$ cat src/design/rsm_pkg.sv
// Shared constants, types and register map of the radio sleep mode controller.
package rsm_pkg;

   // ==========================================================
   // Widths
   localparam int TIME_W = 16;
   localparam int ADDR_W = 5;

   // ==========================================================
   // Register byte offsets
   localparam logic [ADDR_W-1:0] OFS_CTRL = 5'h00;
   localparam logic [ADDR_W-1:0] OFS_SLEEP_PERIOD = 5'h04;
   localparam logic [ADDR_W-1:0] OFS_WAKE_TIME = 5'h08;
   localparam logic [ADDR_W-1:0] OFS_TICK_DIV = 5'h0c;
   localparam logic [ADDR_W-1:0] OFS_STATUS = 5'h10;
   localparam logic [ADDR_W-1:0] OFS_OPER_SLEEP = 5'h14;
   localparam logic [ADDR_W-1:0] OFS_OPER_WAKE = 5'h18;

   // ==========================================================
   // Control field positions
   localparam int CTRL_MODE_LSB = 0;
   localparam int CTRL_FLOW_BIT = 4;
   localparam int CTRL_IND_BIT = 5;
   localparam int CTRL_PREF_BIT = 6;
   localparam int CTRL_W = 7;

   // ==========================================================
   // Status field positions
   localparam int STAT_STATE_LSB = 0;
   localparam int STAT_SYNC_BIT = 4;
   localparam int STAT_COORD_BIT = 5;
   localparam int STAT_AWAKE_BIT = 6;
   localparam int STAT_NETWAKE_BIT = 7;

   // ==========================================================
   // Reset values and relay wait length in ticks
   localparam logic [CTRL_W-1:0] CTRL_RST = 7'h00;
   localparam logic [TIME_W-1:0] SLEEP_RST = 16'h0064;
   localparam logic [TIME_W-1:0] WAKE_RST = 16'h000a;
   localparam logic [TIME_W-1:0] TICK_DIV_RST = 16'h007c;
   localparam logic [TIME_W-1:0] RELAY_WAIT_TICKS = 16'h0004;

   // ==========================================================
   // Sleep mode select codes
   localparam logic [3:0] MODE_NORMAL = 4'h0;
   localparam logic [3:0] MODE_PIN = 4'h1;
   localparam logic [3:0] MODE_CYC = 4'h4;
   localparam logic [3:0] MODE_CYC_PIN = 4'h5;
   localparam logic [3:0] MODE_SUPPORT = 4'h7;
   localparam logic [3:0] MODE_SYNC_CYC = 4'h8;

   // ==========================================================
   // Types
   typedef enum logic [3:0] {
      ST_AWAKE = 4'b0001,
      ST_DRAIN = 4'b0010,
      ST_SLEEP = 4'b0100,
      ST_WAKE = 4'b1000
   } rsm_state_t;

   typedef struct packed {
      logic valid;
      logic [TIME_W-1:0] sleep_period;
      logic [TIME_W-1:0] wake_time;
   } rsm_sync_t;

endpackage

$ cat src/design/rsm_tick.sv
// Tick generator that divides the system clock for the sleep timers.
`timescale 1ns/1ps
`default_nettype none
module rsm_tick #(
   parameter int W = 16
) (
   // Clock and reset
   input wire logic clk,
   input wire logic resetn,
   // Divider and tick
   input wire logic [W-1:0] div,
   output logic tick
);
   logic [W-1:0] cnt_r;
   logic [W-1:0] cnt_nxt;
   logic tick_nxt;

   always_comb
   begin
      tick_nxt = 1'b0;
      cnt_nxt = cnt_r + 1'b1;
      if (cnt_r >= div)
      begin
         cnt_nxt = '0;
         tick_nxt = 1'b1;
      end
   end

   always_ff @(posedge clk or negedge resetn)
   begin
      if (!resetn)
      begin
         cnt_r <= '0;
         tick <= 1'b0;
      end
      else
      begin
         cnt_r <= cnt_nxt;
         tick <= tick_nxt;
      end
   end
endmodule
`default_nettype wire

$ cat src/design/rsm_countdown.sv
// Loadable countdown timer stepped by the tick.
`timescale 1ns/1ps
`default_nettype none
module rsm_countdown #(
   parameter int W = 16
) (
   // Clock and reset
   input wire logic clk,
   input wire logic resetn,
   // Control
   input wire logic tick,
   input wire logic load,
   input wire logic [W-1:0] load_val,
   // State
   output logic zero
);
   logic [W-1:0] cnt_r;
   logic [W-1:0] cnt_nxt;

   always_comb
   begin
      cnt_nxt = cnt_r;
      if (load)
      begin
         cnt_nxt = load_val;
      end
      else if (tick && cnt_r != '0)
      begin
         cnt_nxt = cnt_r - 1'b1;
      end
   end

   always_ff @(posedge clk or negedge resetn)
   begin
      if (!resetn)
      begin
         cnt_r <= '0;
      end
      else
      begin
         cnt_r <= cnt_nxt;
      end
   end

   assign zero = (cnt_r == '0);
endmodule
`default_nettype wire

$ cat src/design/rsm_ctrl.sv
// Sleep mode controller top with its Avalon-MM register file.
//
// Summary of operation
// - Mode 0 never sleeps.
// - Mode 0 relays sync, never originates it.
// - Mode 0 forwards data at any time.
// - Mode 1 request high: finish activity, sleep.
// - Mode 1 request low wakes the device.
// - Mode 4 alternates sleep period and poll.
// - Arriving data postpones sleep, else sleep.
// - Cyclic sleep: indicator high awake, low asleep.
// - Flow control: CTS low awake, high draining or asleep.
// - Mode 5 wakes on expiry or request fall.
// - Mode 7 never sleeps, answers joiners anytime once synced.
// - Mode 7 sends data only in wake window once synced.
// - Mode 8 follows network, ignores input asleep.
// - Local timing only until synchronised.
// - Operating sleep and wake times readable.
// - Indicator enable gates mode 8 indicator.
// - Unsynced mode 8 listens, then sleeps.
// - Modes 4, 5: data starts countdown.
// - Further data restarts the countdown.
// - Countdown expiry re-enters sleep.
// - Coordinator sends one sync per wake; others relay.
// - Latest local timing change wins network-wide.
// - Unrelayed sync is resent exactly once.
//
// The Avalon-MM interface to the registers and the address map were left to the implementer.
`timescale 1ns/1ps
`default_nettype none
module rsm_ctrl (
   // Clock and reset
   input wire logic clk,
   input wire logic resetn,
   // Avalon-MM slave
   input wire logic [rsm_pkg::ADDR_W-1:0] avs_address,
   input wire logic avs_read,
   input wire logic avs_write,
   input wire logic [3:0] avs_byteenable,
   input wire logic [31:0] avs_writedata,
   output logic [31:0] avs_readdata,
   output logic avs_waitrequest,
   // Host pins
   input wire logic sleep_request_input,
   input wire logic serial_rx_activity,
   // Radio side
   input wire logic rf_rx_activity,
   input wire logic radio_busy,
   input wire rsm_pkg::rsm_sync_t sync_in,
   input wire logic sync_join_req,
   input wire logic relay_heard,
   // Sleep outputs
   output logic awake_indicator,
   output logic cts_n,
   output logic radio_on,
   output logic serial_accept,
   output logic data_tx_allow,
   output rsm_pkg::rsm_sync_t sync_tx,
   output logic sync_relay
);
   localparam int TW = rsm_pkg::TIME_W;
   localparam int CW = rsm_pkg::CTRL_W;

   // ==========================================================
   // Declarations
   logic wait_r;
   logic wait_nxt;
   logic [31:0] rdata_nxt;
   logic [rsm_pkg::CTRL_W-1:0] ctrl_r;
   logic [rsm_pkg::CTRL_W-1:0] ctrl_nxt;
   logic [TW-1:0] sp_r;
   logic [TW-1:0] sp_nxt;
   logic [TW-1:0] wt_r;
   logic [TW-1:0] wt_nxt;
   logic [TW-1:0] div_r;
   logic [TW-1:0] div_nxt;
   logic wr_en;
   logic wr_time;
   logic mode_chg;
   rsm_pkg::rsm_state_t state_r;
   rsm_pkg::rsm_state_t state_nxt;
   logic synced_r;
   logic synced_nxt;
   logic coord_r;
   logic coord_nxt;
   logic net_wake_r;
   logic net_wake_nxt;
   logic [TW-1:0] op_sleep_r;
   logic [TW-1:0] op_sleep_nxt;
   logic [TW-1:0] op_wake_r;
   logic [TW-1:0] op_wake_nxt;
   logic relay_wait_r;
   logic relay_wait_nxt;
   logic [TW-1:0] relay_cnt_r;
   logic [TW-1:0] relay_cnt_nxt;
   logic req_prev_r;
   logic tmr_load;
   logic [TW-1:0] tmr_val;
   logic tmr_zero;
   logic tick;
   logic wake_start;
   logic awake_n;
   logic [3:0] mode;
   logic sync_mode;
   logic data_rx;
   logic sync_ok;
   rsm_pkg::rsm_sync_t sync_tx_nxt;
   logic relay_nxt;
   logic ind_nxt;
   logic cts_n_nxt;
   logic allow_nxt;

   // ==========================================================
   // Helpers
   function automatic logic [31:0] merge(input logic [31:0] old, input logic [31:0] wd, input logic [3:0] be);
      logic [31:0] r;
      r = old;
      for (int i = 0; i < 4; i++)
      begin
         if (be[i])
         begin
            r[i*8 +: 8] = wd[i*8 +: 8];
         end
      end
      return r;
   endfunction

   function automatic rsm_pkg::rsm_sync_t make_sync(input logic [TW-1:0] s, input logic [TW-1:0] w);
      rsm_pkg::rsm_sync_t m;
      m.valid = 1'b1;
      m.sleep_period = s;
      m.wake_time = w;
      return m;
   endfunction

   // ==========================================================
   // Timers
   // Divided tick
   rsm_tick #(.W(TW)) u_tick (
      .clk(clk),
      .resetn(resetn),
      .div(div_r),
      .tick(tick)
   );

   rsm_countdown #(.W(TW)) u_tmr (
      .clk(clk),
      .resetn(resetn),
      .tick(tick),
      .load(tmr_load),
      .load_val(tmr_val),
      .zero(tmr_zero)
   );

   // ==========================================================
   // Register file
   // One wait state: the access completes at the second edge it is seen.
   assign wr_en = avs_write && !wait_r;
   assign mode = ctrl_r[rsm_pkg::CTRL_MODE_LSB +: 4];
   assign sync_mode = (mode == rsm_pkg::MODE_SUPPORT) || (mode == rsm_pkg::MODE_SYNC_CYC);
   assign wr_time = wr_en && ((avs_address == rsm_pkg::OFS_SLEEP_PERIOD) || (avs_address == rsm_pkg::OFS_WAKE_TIME));
   assign mode_chg = wr_en && (avs_address == rsm_pkg::OFS_CTRL) && (ctrl_nxt[3:0] != mode);

   always_comb
   begin
      wait_nxt = !wait_r || !(avs_read || avs_write);
      rdata_nxt = avs_readdata;
      ctrl_nxt = ctrl_r;
      sp_nxt = sp_r;
      wt_nxt = wt_r;
      div_nxt = div_r;
      if (avs_read && wait_r)
      begin
         case (avs_address)
            rsm_pkg::OFS_CTRL: rdata_nxt = {25'h0, ctrl_r};
            rsm_pkg::OFS_SLEEP_PERIOD: rdata_nxt = {16'h0, sp_r};
            rsm_pkg::OFS_WAKE_TIME: rdata_nxt = {16'h0, wt_r};
            rsm_pkg::OFS_TICK_DIV: rdata_nxt = {16'h0, div_r};
            rsm_pkg::OFS_STATUS: rdata_nxt = {24'h0, net_wake_r, awake_indicator, coord_r, synced_r, state_r};
            rsm_pkg::OFS_OPER_SLEEP: rdata_nxt = {16'h0, op_sleep_r};
            rsm_pkg::OFS_OPER_WAKE: rdata_nxt = {16'h0, op_wake_r};
            default: rdata_nxt = 32'h0;
         endcase
      end
      if (wr_en)
      begin
         case (avs_address)
            rsm_pkg::OFS_CTRL: ctrl_nxt = CW'(merge({25'h0, ctrl_r}, avs_writedata, avs_byteenable));
            rsm_pkg::OFS_SLEEP_PERIOD: sp_nxt = TW'(merge({16'h0, sp_r}, avs_writedata, avs_byteenable));
            rsm_pkg::OFS_WAKE_TIME: wt_nxt = TW'(merge({16'h0, wt_r}, avs_writedata, avs_byteenable));
            rsm_pkg::OFS_TICK_DIV: div_nxt = TW'(merge({16'h0, div_r}, avs_writedata, avs_byteenable));
            default: ;
         endcase
      end
   end

   always_ff @(posedge clk or negedge resetn)
   begin
      if (!resetn)
      begin
         wait_r <= 1'b1;
         avs_readdata <= 32'h0;
         ctrl_r <= rsm_pkg::CTRL_RST;
         sp_r <= rsm_pkg::SLEEP_RST;
         wt_r <= rsm_pkg::WAKE_RST;
         div_r <= rsm_pkg::TICK_DIV_RST;
      end
      else
      begin
         wait_r <= wait_nxt;
         avs_readdata <= rdata_nxt;
         ctrl_r <= ctrl_nxt;
         sp_r <= sp_nxt;
         wt_r <= wt_nxt;
         div_r <= div_nxt;
      end
   end

   assign avs_waitrequest = wait_r;

   // ==========================================================
   // Sleep sequencer
   assign data_rx = serial_rx_activity || rf_rx_activity;
   assign sync_ok = sync_in.valid && (state_r != rsm_pkg::ST_SLEEP);

   always_comb
   begin
      state_nxt = state_r;
      synced_nxt = synced_r;
      coord_nxt = coord_r;
      net_wake_nxt = net_wake_r;
      op_sleep_nxt = op_sleep_r;
      op_wake_nxt = op_wake_r;
      relay_wait_nxt = relay_wait_r;
      relay_cnt_nxt = relay_cnt_r;
      tmr_load = 1'b0;
      tmr_val = '0;
      wake_start = 1'b0;
      sync_tx_nxt = sync_tx;
      sync_tx_nxt.valid = 1'b0;
      relay_nxt = 1'b0;
      if (!synced_r)
      begin
         op_sleep_nxt = sp_r;
         op_wake_nxt = wt_r;
      end
      if (sync_ok && (sync_mode || mode == rsm_pkg::MODE_NORMAL))
      begin
         synced_nxt = 1'b1;
         relay_nxt = !coord_r;
         op_sleep_nxt = sync_in.sleep_period;
         op_wake_nxt = sync_in.wake_time;
         relay_wait_nxt = 1'b0;
         if (!ctrl_r[rsm_pkg::CTRL_PREF_BIT])
         begin
            coord_nxt = 1'b0;
         end
         if (sync_mode && (state_r != rsm_pkg::ST_DRAIN))
         begin
            net_wake_nxt = 1'b1;
            tmr_load = 1'b1;
            tmr_val = sync_in.wake_time;
         end
      end
      // Local change wins over a received sync
      if (wr_time && sync_mode)
      begin
         op_sleep_nxt = sp_nxt;
         op_wake_nxt = wt_nxt;
         coord_nxt = 1'b1;
      end
      if (sync_join_req && synced_r && mode == rsm_pkg::MODE_SUPPORT)
      begin
         sync_tx_nxt = make_sync(op_sleep_r, op_wake_r);
      end
      case (state_r)
         rsm_pkg::ST_AWAKE:
         begin
            case (mode)
               rsm_pkg::MODE_PIN:
               begin
                  if (sleep_request_input)
                  begin
                     state_nxt = rsm_pkg::ST_DRAIN;
                  end
               end
               rsm_pkg::MODE_CYC, rsm_pkg::MODE_CYC_PIN:
               begin
                  state_nxt = rsm_pkg::ST_SLEEP;
                  tmr_load = 1'b1;
                  tmr_val = sp_r;
               end
               rsm_pkg::MODE_SYNC_CYC:
               begin
                  state_nxt = rsm_pkg::ST_WAKE;
                  tmr_load = 1'b1;
                  tmr_val = op_wake_nxt;
                  wake_start = 1'b1;
               end
               rsm_pkg::MODE_SUPPORT:
               begin
                  if (tmr_zero && !tmr_load)
                  begin
                     net_wake_nxt = !net_wake_r;
                     tmr_load = 1'b1;
                     tmr_val = net_wake_r ? op_sleep_r : op_wake_r;
                     wake_start = !net_wake_r;
                  end
               end
               default: state_nxt = rsm_pkg::ST_AWAKE;
            endcase
         end
         rsm_pkg::ST_DRAIN:
         begin
            if (!sleep_request_input)
            begin
               state_nxt = rsm_pkg::ST_AWAKE;
            end
            else if (!radio_busy)
            begin
               state_nxt = rsm_pkg::ST_SLEEP;
            end
         end
         rsm_pkg::ST_SLEEP:
         begin
            if (mode == rsm_pkg::MODE_PIN)
            begin
               if (!sleep_request_input)
               begin
                  state_nxt = rsm_pkg::ST_AWAKE;
               end
            end
            else if (tmr_zero || (mode == rsm_pkg::MODE_CYC_PIN && req_prev_r && !sleep_request_input))
            begin
               state_nxt = rsm_pkg::ST_WAKE;
               tmr_load = 1'b1;
               // Brief poll window, extended only by data; mode 8 loads its wake time
               tmr_val = (mode == rsm_pkg::MODE_SYNC_CYC) ? op_wake_nxt : '0;
               wake_start = (mode == rsm_pkg::MODE_SYNC_CYC);
            end
         end
         rsm_pkg::ST_WAKE:
         begin
            if (mode == rsm_pkg::MODE_SYNC_CYC)
            begin
               if (tmr_zero && !tmr_load)
               begin
                  state_nxt = rsm_pkg::ST_SLEEP;
                  tmr_load = 1'b1;
                  tmr_val = op_sleep_nxt;
               end
            end
            else if (data_rx)
            begin
               tmr_load = 1'b1;
               tmr_val = wt_r;
            end
            else if (tmr_zero)
            begin
               state_nxt = rsm_pkg::ST_SLEEP;
               tmr_load = 1'b1;
               tmr_val = sp_r;
            end
         end
         default: state_nxt = rsm_pkg::ST_AWAKE;
      endcase
      // One sync at each wake start
      if (wake_start && (coord_nxt || ctrl_r[rsm_pkg::CTRL_PREF_BIT]))
      begin
         sync_tx_nxt = make_sync(op_sleep_nxt, op_wake_nxt);
         synced_nxt = 1'b1;
         relay_wait_nxt = 1'b1;
         relay_cnt_nxt = rsm_pkg::RELAY_WAIT_TICKS;
      end
      // Single resend when no relay heard
      else if (relay_wait_r)
      begin
         if (relay_heard)
         begin
            relay_wait_nxt = 1'b0;
         end
         else if (relay_cnt_r == '0)
         begin
            relay_wait_nxt = 1'b0;
            sync_tx_nxt = make_sync(op_sleep_r, op_wake_r);
         end
         else if (tick)
         begin
            relay_cnt_nxt = relay_cnt_r - 1'b1;
         end
      end
      if (!sync_mode)
      begin
         coord_nxt = 1'b0;
         relay_wait_nxt = 1'b0;
         net_wake_nxt = 1'b0;
      end
      if (mode_chg)
      begin
         state_nxt = rsm_pkg::ST_AWAKE;
      end
   end

   // ==========================================================
   // Output decode
   assign awake_n = (state_nxt != rsm_pkg::ST_SLEEP);

   always_comb
   begin
      ind_nxt = awake_n && (mode == rsm_pkg::MODE_CYC || mode == rsm_pkg::MODE_CYC_PIN
         || ctrl_r[rsm_pkg::CTRL_IND_BIT]);
      cts_n_nxt = ctrl_r[rsm_pkg::CTRL_FLOW_BIT] ? !(awake_n && state_nxt != rsm_pkg::ST_DRAIN) : 1'b0;
      allow_nxt = awake_n;
      if (mode == rsm_pkg::MODE_SUPPORT && synced_nxt)
      begin
         allow_nxt = net_wake_nxt;
      end
      else if (mode == rsm_pkg::MODE_SYNC_CYC)
      begin
         allow_nxt = (state_nxt == rsm_pkg::ST_WAKE);
      end
   end

   always_ff @(posedge clk or negedge resetn)
   begin
      if (!resetn)
      begin
         state_r <= rsm_pkg::ST_AWAKE;
         synced_r <= 1'b0;
         coord_r <= 1'b0;
         net_wake_r <= 1'b0;
         op_sleep_r <= rsm_pkg::SLEEP_RST;
         op_wake_r <= rsm_pkg::WAKE_RST;
         relay_wait_r <= 1'b0;
         relay_cnt_r <= '0;
         req_prev_r <= 1'b0;
         sync_tx <= '0;
         sync_relay <= 1'b0;
         awake_indicator <= 1'b0;
         cts_n <= 1'b0;
         radio_on <= 1'b1;
         serial_accept <= 1'b1;
         data_tx_allow <= 1'b1;
      end
      else
      begin
         state_r <= state_nxt;
         synced_r <= synced_nxt;
         coord_r <= coord_nxt;
         net_wake_r <= net_wake_nxt;
         op_sleep_r <= op_sleep_nxt;
         op_wake_r <= op_wake_nxt;
         relay_wait_r <= relay_wait_nxt;
         relay_cnt_r <= relay_cnt_nxt;
         req_prev_r <= sleep_request_input;
         sync_tx <= sync_tx_nxt;
         sync_relay <= relay_nxt;
         awake_indicator <= ind_nxt;
         cts_n <= cts_n_nxt;
         radio_on <= awake_n;
         serial_accept <= awake_n;
         data_tx_allow <= allow_nxt;
      end
   end
endmodule
`default_nettype wire

$ cat config.mk
export PLATFORM = sky130hd
export DESIGN_NAME = rsm_ctrl
export DESIGN_NICKNAME = d
export VERILOG_FILES = /design/src/design/rsm_pkg.sv /design/src/design/rsm_tick.sv /design/src/design/rsm_countdown.sv /design/src/design/rsm_ctrl.sv
export SDC_FILE = /design/constraint.sdc
export NUM_CORES = 1
export LEC_CHECK = 0
export BUFFER_PORTS_ARGS = -buffer_cell sky130_fd_sc_hd__buf_2
export CAP_MARGIN = 20
export CORE_MARGIN = 2
export CORE_UTILIZATION = 55
export DETAILED_ROUTE_END_ITERATION = 8
export GPL_ROUTABILITY_DRIVEN = 0
export PLACE_DENSITY = 0.76
export SYNTH_ARGS = -nofsm -noshare
export SYNTH_HDL_FRONTEND = slang
export SYNTH_HIERARCHICAL = 1
export SYNTH_SLANG_ARGS = --single-unit
$ cat constraint.sdc
create_clock -name clk -period 6.3 [get_ports clk]
set_input_delay 0.315 -clock clk [delete_from_list [all_inputs] [get_ports clk]]
set_output_delay 0.315 -clock clk [all_outputs]
set_load 0.1 [all_outputs]
-- After elaboration in Yosys (flattened, before gate mapping)
Index checks and enable logic that the tools add are counted.
- register bits after elaboration: 216
- input port bits: 84
- output and inout bits: 72
- word-level logic and storage cells: 200
- $lt $le $gt $ge: 1
- reduce and logical (&&, ||, !) cells: 50
- equality and inequality tests: 23
- muxes and demuxes: 95
- add/subtract/negate cells: 3
- operators by type and width (cell ; count):
    2-to-1 mux 16 bit ; 29
    2-to-1 mux 33 bit ; 5
    case mux 16 bit (7 select lines) ; 1
    case mux 16 bit (3 select lines) ; 2
    2-to-1 mux 4 bit ; 14
    2-to-1 mux 1 bit ; 34
    zero test 16 bit ; 2
    2-to-1 mux 8 bit ; 4
    case mux 4 bit (4 select lines) ; 2
    subtractor 16 x 1 -> 16 bit (second input constant) ; 2
    logical AND 1 bit ; 19
    adder 16 x 1 -> 16 bit (second input constant) ; 1
    equality test 4 x 3 -> 1 bit (second input constant) ; 4
    greater-or-equal comparator 16 bit ; 1
    nonzero test 16 bit ; 1
    equality test 5 bit (second input constant) ; 3
    equality test 4 bit (second input constant) ; 3
    equality test 5 x 4 -> 1 bit (second input constant) ; 2
    logical OR 1 bit ; 10
    AND reduction 3 bit ; 3
    equality test 4 x 1 -> 1 bit (second input constant) ; 2
    inequality test 4 x 2 -> 1 bit (second input constant) ; 2
    inequality test 4 x 3 -> 1 bit (second input constant) ; 2
    zero test 1 bit ; 7
    13 further kinds ; 17

-- Logic depth before layout (Yosys ltp)
- word-level depth: 15
- gate-level depth with buffers: 15
- mapped depth without buffers: 13

-- Cells and area by module
The synthesis kept the hierarchy.
- modules (own cells, without submodules) (module ; area each (um^2) ; instances ; sequential area each (um^2) ; cells an instance):
    rsm_ctrl ; 10303.6 ; 1 ; 4202.8 ; 1021
    rsm_tick ; 1163.6 ; 1 ; 425.4 ; 131
    rsm_countdown ; 1063.5 ; 1 ; 400.4 ; 124

-- Worst setup path after synthesis
Ideal clock, no wire load.
- kind: flip-flop to flip-flop
- start: register u_tmr.cnt_r[0]
- end: register u_tmr.cnt_r[12]
- required time: 6.159 ns
- path slack: 3.208 ns
- stages on the path, launching flop included: 15
- clock period less this slack: 3.092 ns
- setup time: 0.141 ns
- data arrival time: 2.950 ns
- buffers on the path: 2
- path through: dfrtp_1 > inv_1 > ha_1 > nor4b_1 > nand4_1 > inv_1 > inv_1 > clkbuf_1 > a21oi_1 > nand2_1 > buf_2 > o211a_1 > a2111o_1 > nor2_1 > a31oi_1
- longest elaborated chain between the ends: 6
- elaborated cells between the ends (all ways): 26
- those cells by class: add/sub: 1; mux: 19; reduce/logical: 6
- ends and longest elaborated chain (item ; RTL line ; text):
    start, declared ; rsm_countdown.sv:17 ; logic [W-1:0] cnt_r;
    start signal, assigned ; rsm_countdown.sv:41 ; cnt_r <= cnt_nxt;
    zero test 16 bit (*) ; rsm_countdown.sv:45 ; assign zero = (cnt_r == '0);
    net tmr_zero ; rsm_ctrl.sv:99 ; logic tmr_zero;
    logical AND 1 bit, or another cell as far along ; rsm_ctrl.sv:302, rsm_ctrl.sv:346 ;
    2-to-1 mux 16 bit (on tied branches) ; -- ;
    case mux 16 bit (3 select lines), or another cell as far along ; rsm_ctrl.sv:279 ; case (mode)
    case mux 16 bit (3 select lines) (*) ; rsm_ctrl.sv:276 ; case (state_r)
    net tmr_val[12] ; rsm_ctrl.sv:98 ; logic [TW-1:0] tmr_val;
    2-to-1 mux 16 bit (*) ; rsm_countdown.sv:23 ; if (load)
The timed path passes the listed nets; every way through them passes the cells marked *. The select of a mux whose other input is x is not followed.
A chain may end at the register's enable or synchronous reset.

-- Final worst setup path
- start: register u_tmr.cnt_r[0]
- end: register u_tmr.cnt_r[8]
The elaborated chain is that of the path after synthesis.

==> summary.txt <==
Pwr
  – Net load switching power: 1490 uW
  – Clock power share: 29.3%
  – Sequential group share of total power: 43.7%
  – P_leak: 0.00688 uW
  – Post-layout power: slightly below 4000 uW
  – Peak supply drop: ~0.00019 V
  – Power Internal: 2440 uW
  – Comb power frac: 27.0%
  – Switching Fraction: a little under two fifths
  – PD cells: 284 nW/um^2

Clock network
  – Worst-Skew Late Latency: 450 ps
  – Clock buffer depth: 2
  – Total CTS buffers: 17
  – CTS tree: yes
  – H-tree levels: 4
  – CTS Hold Bufs: 1
  – CTS clock-pin slew for the worst setup and hold paths: roughly 80 ps
  – Clock sink total: 200
  – Resized cells post-CTS: 0
  – Root buf cell: clkbuf_16
  – Post-CTS setup buffer count: 0

Worst setup path
  – Critical path capture point type: flop
  – CP max stage cell: nor4b_1
  – CP max stage delay: 520 ps
  – Crit-path cells: inv_1, ha_1, nor4b_1, nand4_1, inv_1, inv_1, a21oi_1, nand2_1, o211a_1, a2111o_1, nor2_1, a31oi_1
  – Startpoint Class: flop
  – Critical path type: flop to flop
  – Critical path buffers and inverters: 3
  – Crit-path most repeated cell: inv_1
  – Critical Path RT: 6600 ps
  – Worst-path maximum fanout: 17
  – Crit path max-delay family: simple AND/OR/NAND/NOR gates
  – WP data arrival: 4960 ps

Yosys
  – Top-area cell type share of the netlist area: 36.1%
  – Synth Warn #: 6
  – Syn Std Cell Area: 12500 um^2
  – EDFF count, synth: 0
  – Synth area leaders: dfrtp_1, mux2i_1, mux2_2
  – Async SR Flop Fraction: 100%
  – Cell variety after synth: 79
  – Seq/Total Area, Yosys: 40.1%
  – Yosys top cell by area: dfrtp_1
  – Number of synthesized register bits: 200
  – Syn Area/Cell: 9.82 um^2
  – Prevailing post-synth register cell: dfrtp_1
  – Post-Syn Instances: 1276

Floorplan
  – Initial Utilization: 55.7%
  – # IOs: about 160
  – Chip Width: 155 um
  – Std cell rows: 55
  – Die ar.: roughly 24000 um^2
  – Core Region: 22500 um^2
  – Die H: approximately 150 um

STA
  – Final Max Slew Viols: 0
  – RSZ-0062 raised after global routing: false
  – Slew HR: ~20%
  – Period utilisation layout: 74.0%
  – # setup viols final: 0
  – Max Fclk: 215 MHz
  – Final min period: 4660 ps
  – Setup TNS: 0 ps
  – Worst Tran Pin Value: 1200 ps
  – Final Hold Fails: 0
  – Max Clock Skew: 9.76 ps

Finish
  – Layout area overhead: 10.5%
  – Final #Nets: 1456
  – Layout cells sized above 1: 22.5%
  – Number of diodes: 0
  – Layout fillers: 1884

Drt
  – Vias post-DR: 11.4k
  – Final ANT Viol Nets: 0
  – First DRT Iteration DRCs: around 1.7k
  – Final WL: 40.6 mm
  – Pre-Repair DR Iteration Count: 8
  – DRC: 0
  – Vias per cell: roughly 7
  – Post-DR wirelength/cell: about 25 um

Global route
  – GRT Total Usage: between 30% and 40%
  – Largest net degree at the start of global routing: 77
  – Vias in the first global route: 10.7k
  – Initial antenna violation count: 0
  – Grt ovf: 0
  – First-pass GRT wire length: between 60 and 70 mm

Placed design
  – Detailed placement HPWL: 28.1 mm
  – # port buffers: between 100 and 150

Outcome
  – Status: complete, no violations

Worst hold path
  – Worst min path class: primary input to flop

Flow run
  – Max Cap Viol: 0
-- layout by cell type (no fill, tap or decap), types with 43 or more instances in the layout --
master   instances
dfrtp_1        180
nor2_1          92
nand3_1         43
inv_1           67
o21ai_0         68
mux2i_1         98
mux2_2          86
nand2_1         65
a21oi_1         49
buf_2          120
-- final timing paths --
kind                                      from               to  slack (ps)  cells after the start
max in group asynchronous               resetn         synced_r        4550                      3
min                        sleep_request_input       req_prev_r          50                      1
min reg2reg                    avs_readdata[5]  avs_readdata[5]         500                      1
max reg2reg                     u_tmr/cnt_r[0]   u_tmr/cnt_r[8]        1640                     12
max                             u_tmr/cnt_r[0]   u_tmr/cnt_r[8]        1640                     12
min in group asynchronous               resetn       sync_tx[1]         380                      2
-- synth_stat cells, types with 6 or more instances --
library cell,count
mux2i_1,98
ha_1,19
or4b_2,8
a21oi_1,50
a32o_1,12
dfstp_2,19
xor2_1,15
or4_1,7
nor2b_1,7
a22oi_1,24
a222oi_1,12
nor4b_1,11
o211ai_1,10
inv_1,67
nand3_1,43
nand4b_1,6
o21ai_0,69
buf_4,17
xnor2_1,17
o21ai_1,7
dfrtp_1,181
a2111o_1,10
clkbuf_1,59
nor4_1,10
a22o_1,19
a32oi_1,6
or3_1,23
nor2_1,92
and3_1,7
a221o_1,12
buf_2,14
o211a_1,12
a211oi_1,8
nand4_1,14
and2_1,11
nor3_1,24
mux2_2,86
nand2_1,65
a31oi_1,21
-- per-layer routing --
layer  global-route usage [%]  vias up  share of wire, %
met4                     18.3        0               5.8
met3                     9.25      189                12
met1                     45.7     5414                39
li1                         -     4889                 -
met5                        0        -                 0
met2                     49.0      878                43
-- area by class of cell --
type                            instances  area [um^2]  share of cell area (%)
Tap cell                              285          357                    2.58
Inverter                               67          251                    1.82
Clock buffer                           18          439                    3.17
Sequential cell                       200         5030                    36.3
Timing Repair Buffer                  140          776                    5.60
Clock inverter                         14          158                    1.14
Multi-Input combinational cell        927         6830                    49.4
-- metrics by stage --
step / cell area (um^2) / util (%) / setup slack (ps) / std cells / hold WS (ps)
after floorplan: 12600 / - / 3210 / 1291 / 19.4
after global placement: 13200 / 58.8 / 1850 / 1617 / 305
after detailed placement: 13200 / 58.8 / 1910 / 1618 / 305
after CTS: 13800 / 61.5 / 1890 / 1651 / 42.6
after global routing: 13800 / 61.5 / 1460 / 1651 / 39.7
final: 13800 / 61.5 / 1640 / 1651 / 47.9
-- power by group through the flow --
| stage | clock (uW) | combinational (uW) | sequential, uW |
|---|---|---|---|
| final | 1150 | 1060 | 1720 |
| after CTS | 1160 | 1040 | 1700 |
| after floorplan | 0 | 732 | 1700 |
| after detailed placement | 0 | 1030 | 1720 |
| after global placement | 0 | 1000 | 1720 |
| after global routing | 1210 | 1140 | 1730 |
-- logic make-up (layout without fill, tap and decap cells) --
family	Yosys count	count (layout)	synth area share, %
AOI/OAI and AO/OA	311	311	17.9
xor gates and xnor gates	32	32	2.24
adders and majority gates	19	19	1.90
buffers and inverters	164	239	6.06
DFF	200	200	40.1
muxes	191	191	16.3
other	1	16	0.0299
and+or+nand+nor	358	358	15.5
-- state kept, by name, indices dropped and copies added (netlist names) --
| register | cells |
|---|---|
| net_wake_r | 1 |
| sp_r | 16 |
| sync_tx | 33 |
| state_r | 4 |
| ctrl_r | 7 |
| u_tmr/cnt_r | 16 |
| u_tick/cnt_r | 16 |
| cts_n | 1 |
| serial_accept | 1 |
| u_tick/tick | 1 |
| div_r | 16 |
| relay_wait_r | 1 |
| req_prev_r | 1 |
| op_wake_r | 16 |
| data_tx_allow | 1 |
| relay_cnt_r | 16 |
| op_sleep_r | 16 |
| sync_relay | 1 |
| avs_readdata | 16 |
| wt_r | 16 |
| synced_r | 1 |
| awake_indicator | 1 |
| avs_waitrequest | 1 |
| coord_r | 1 |
Power figures use the tool's default switching activity.
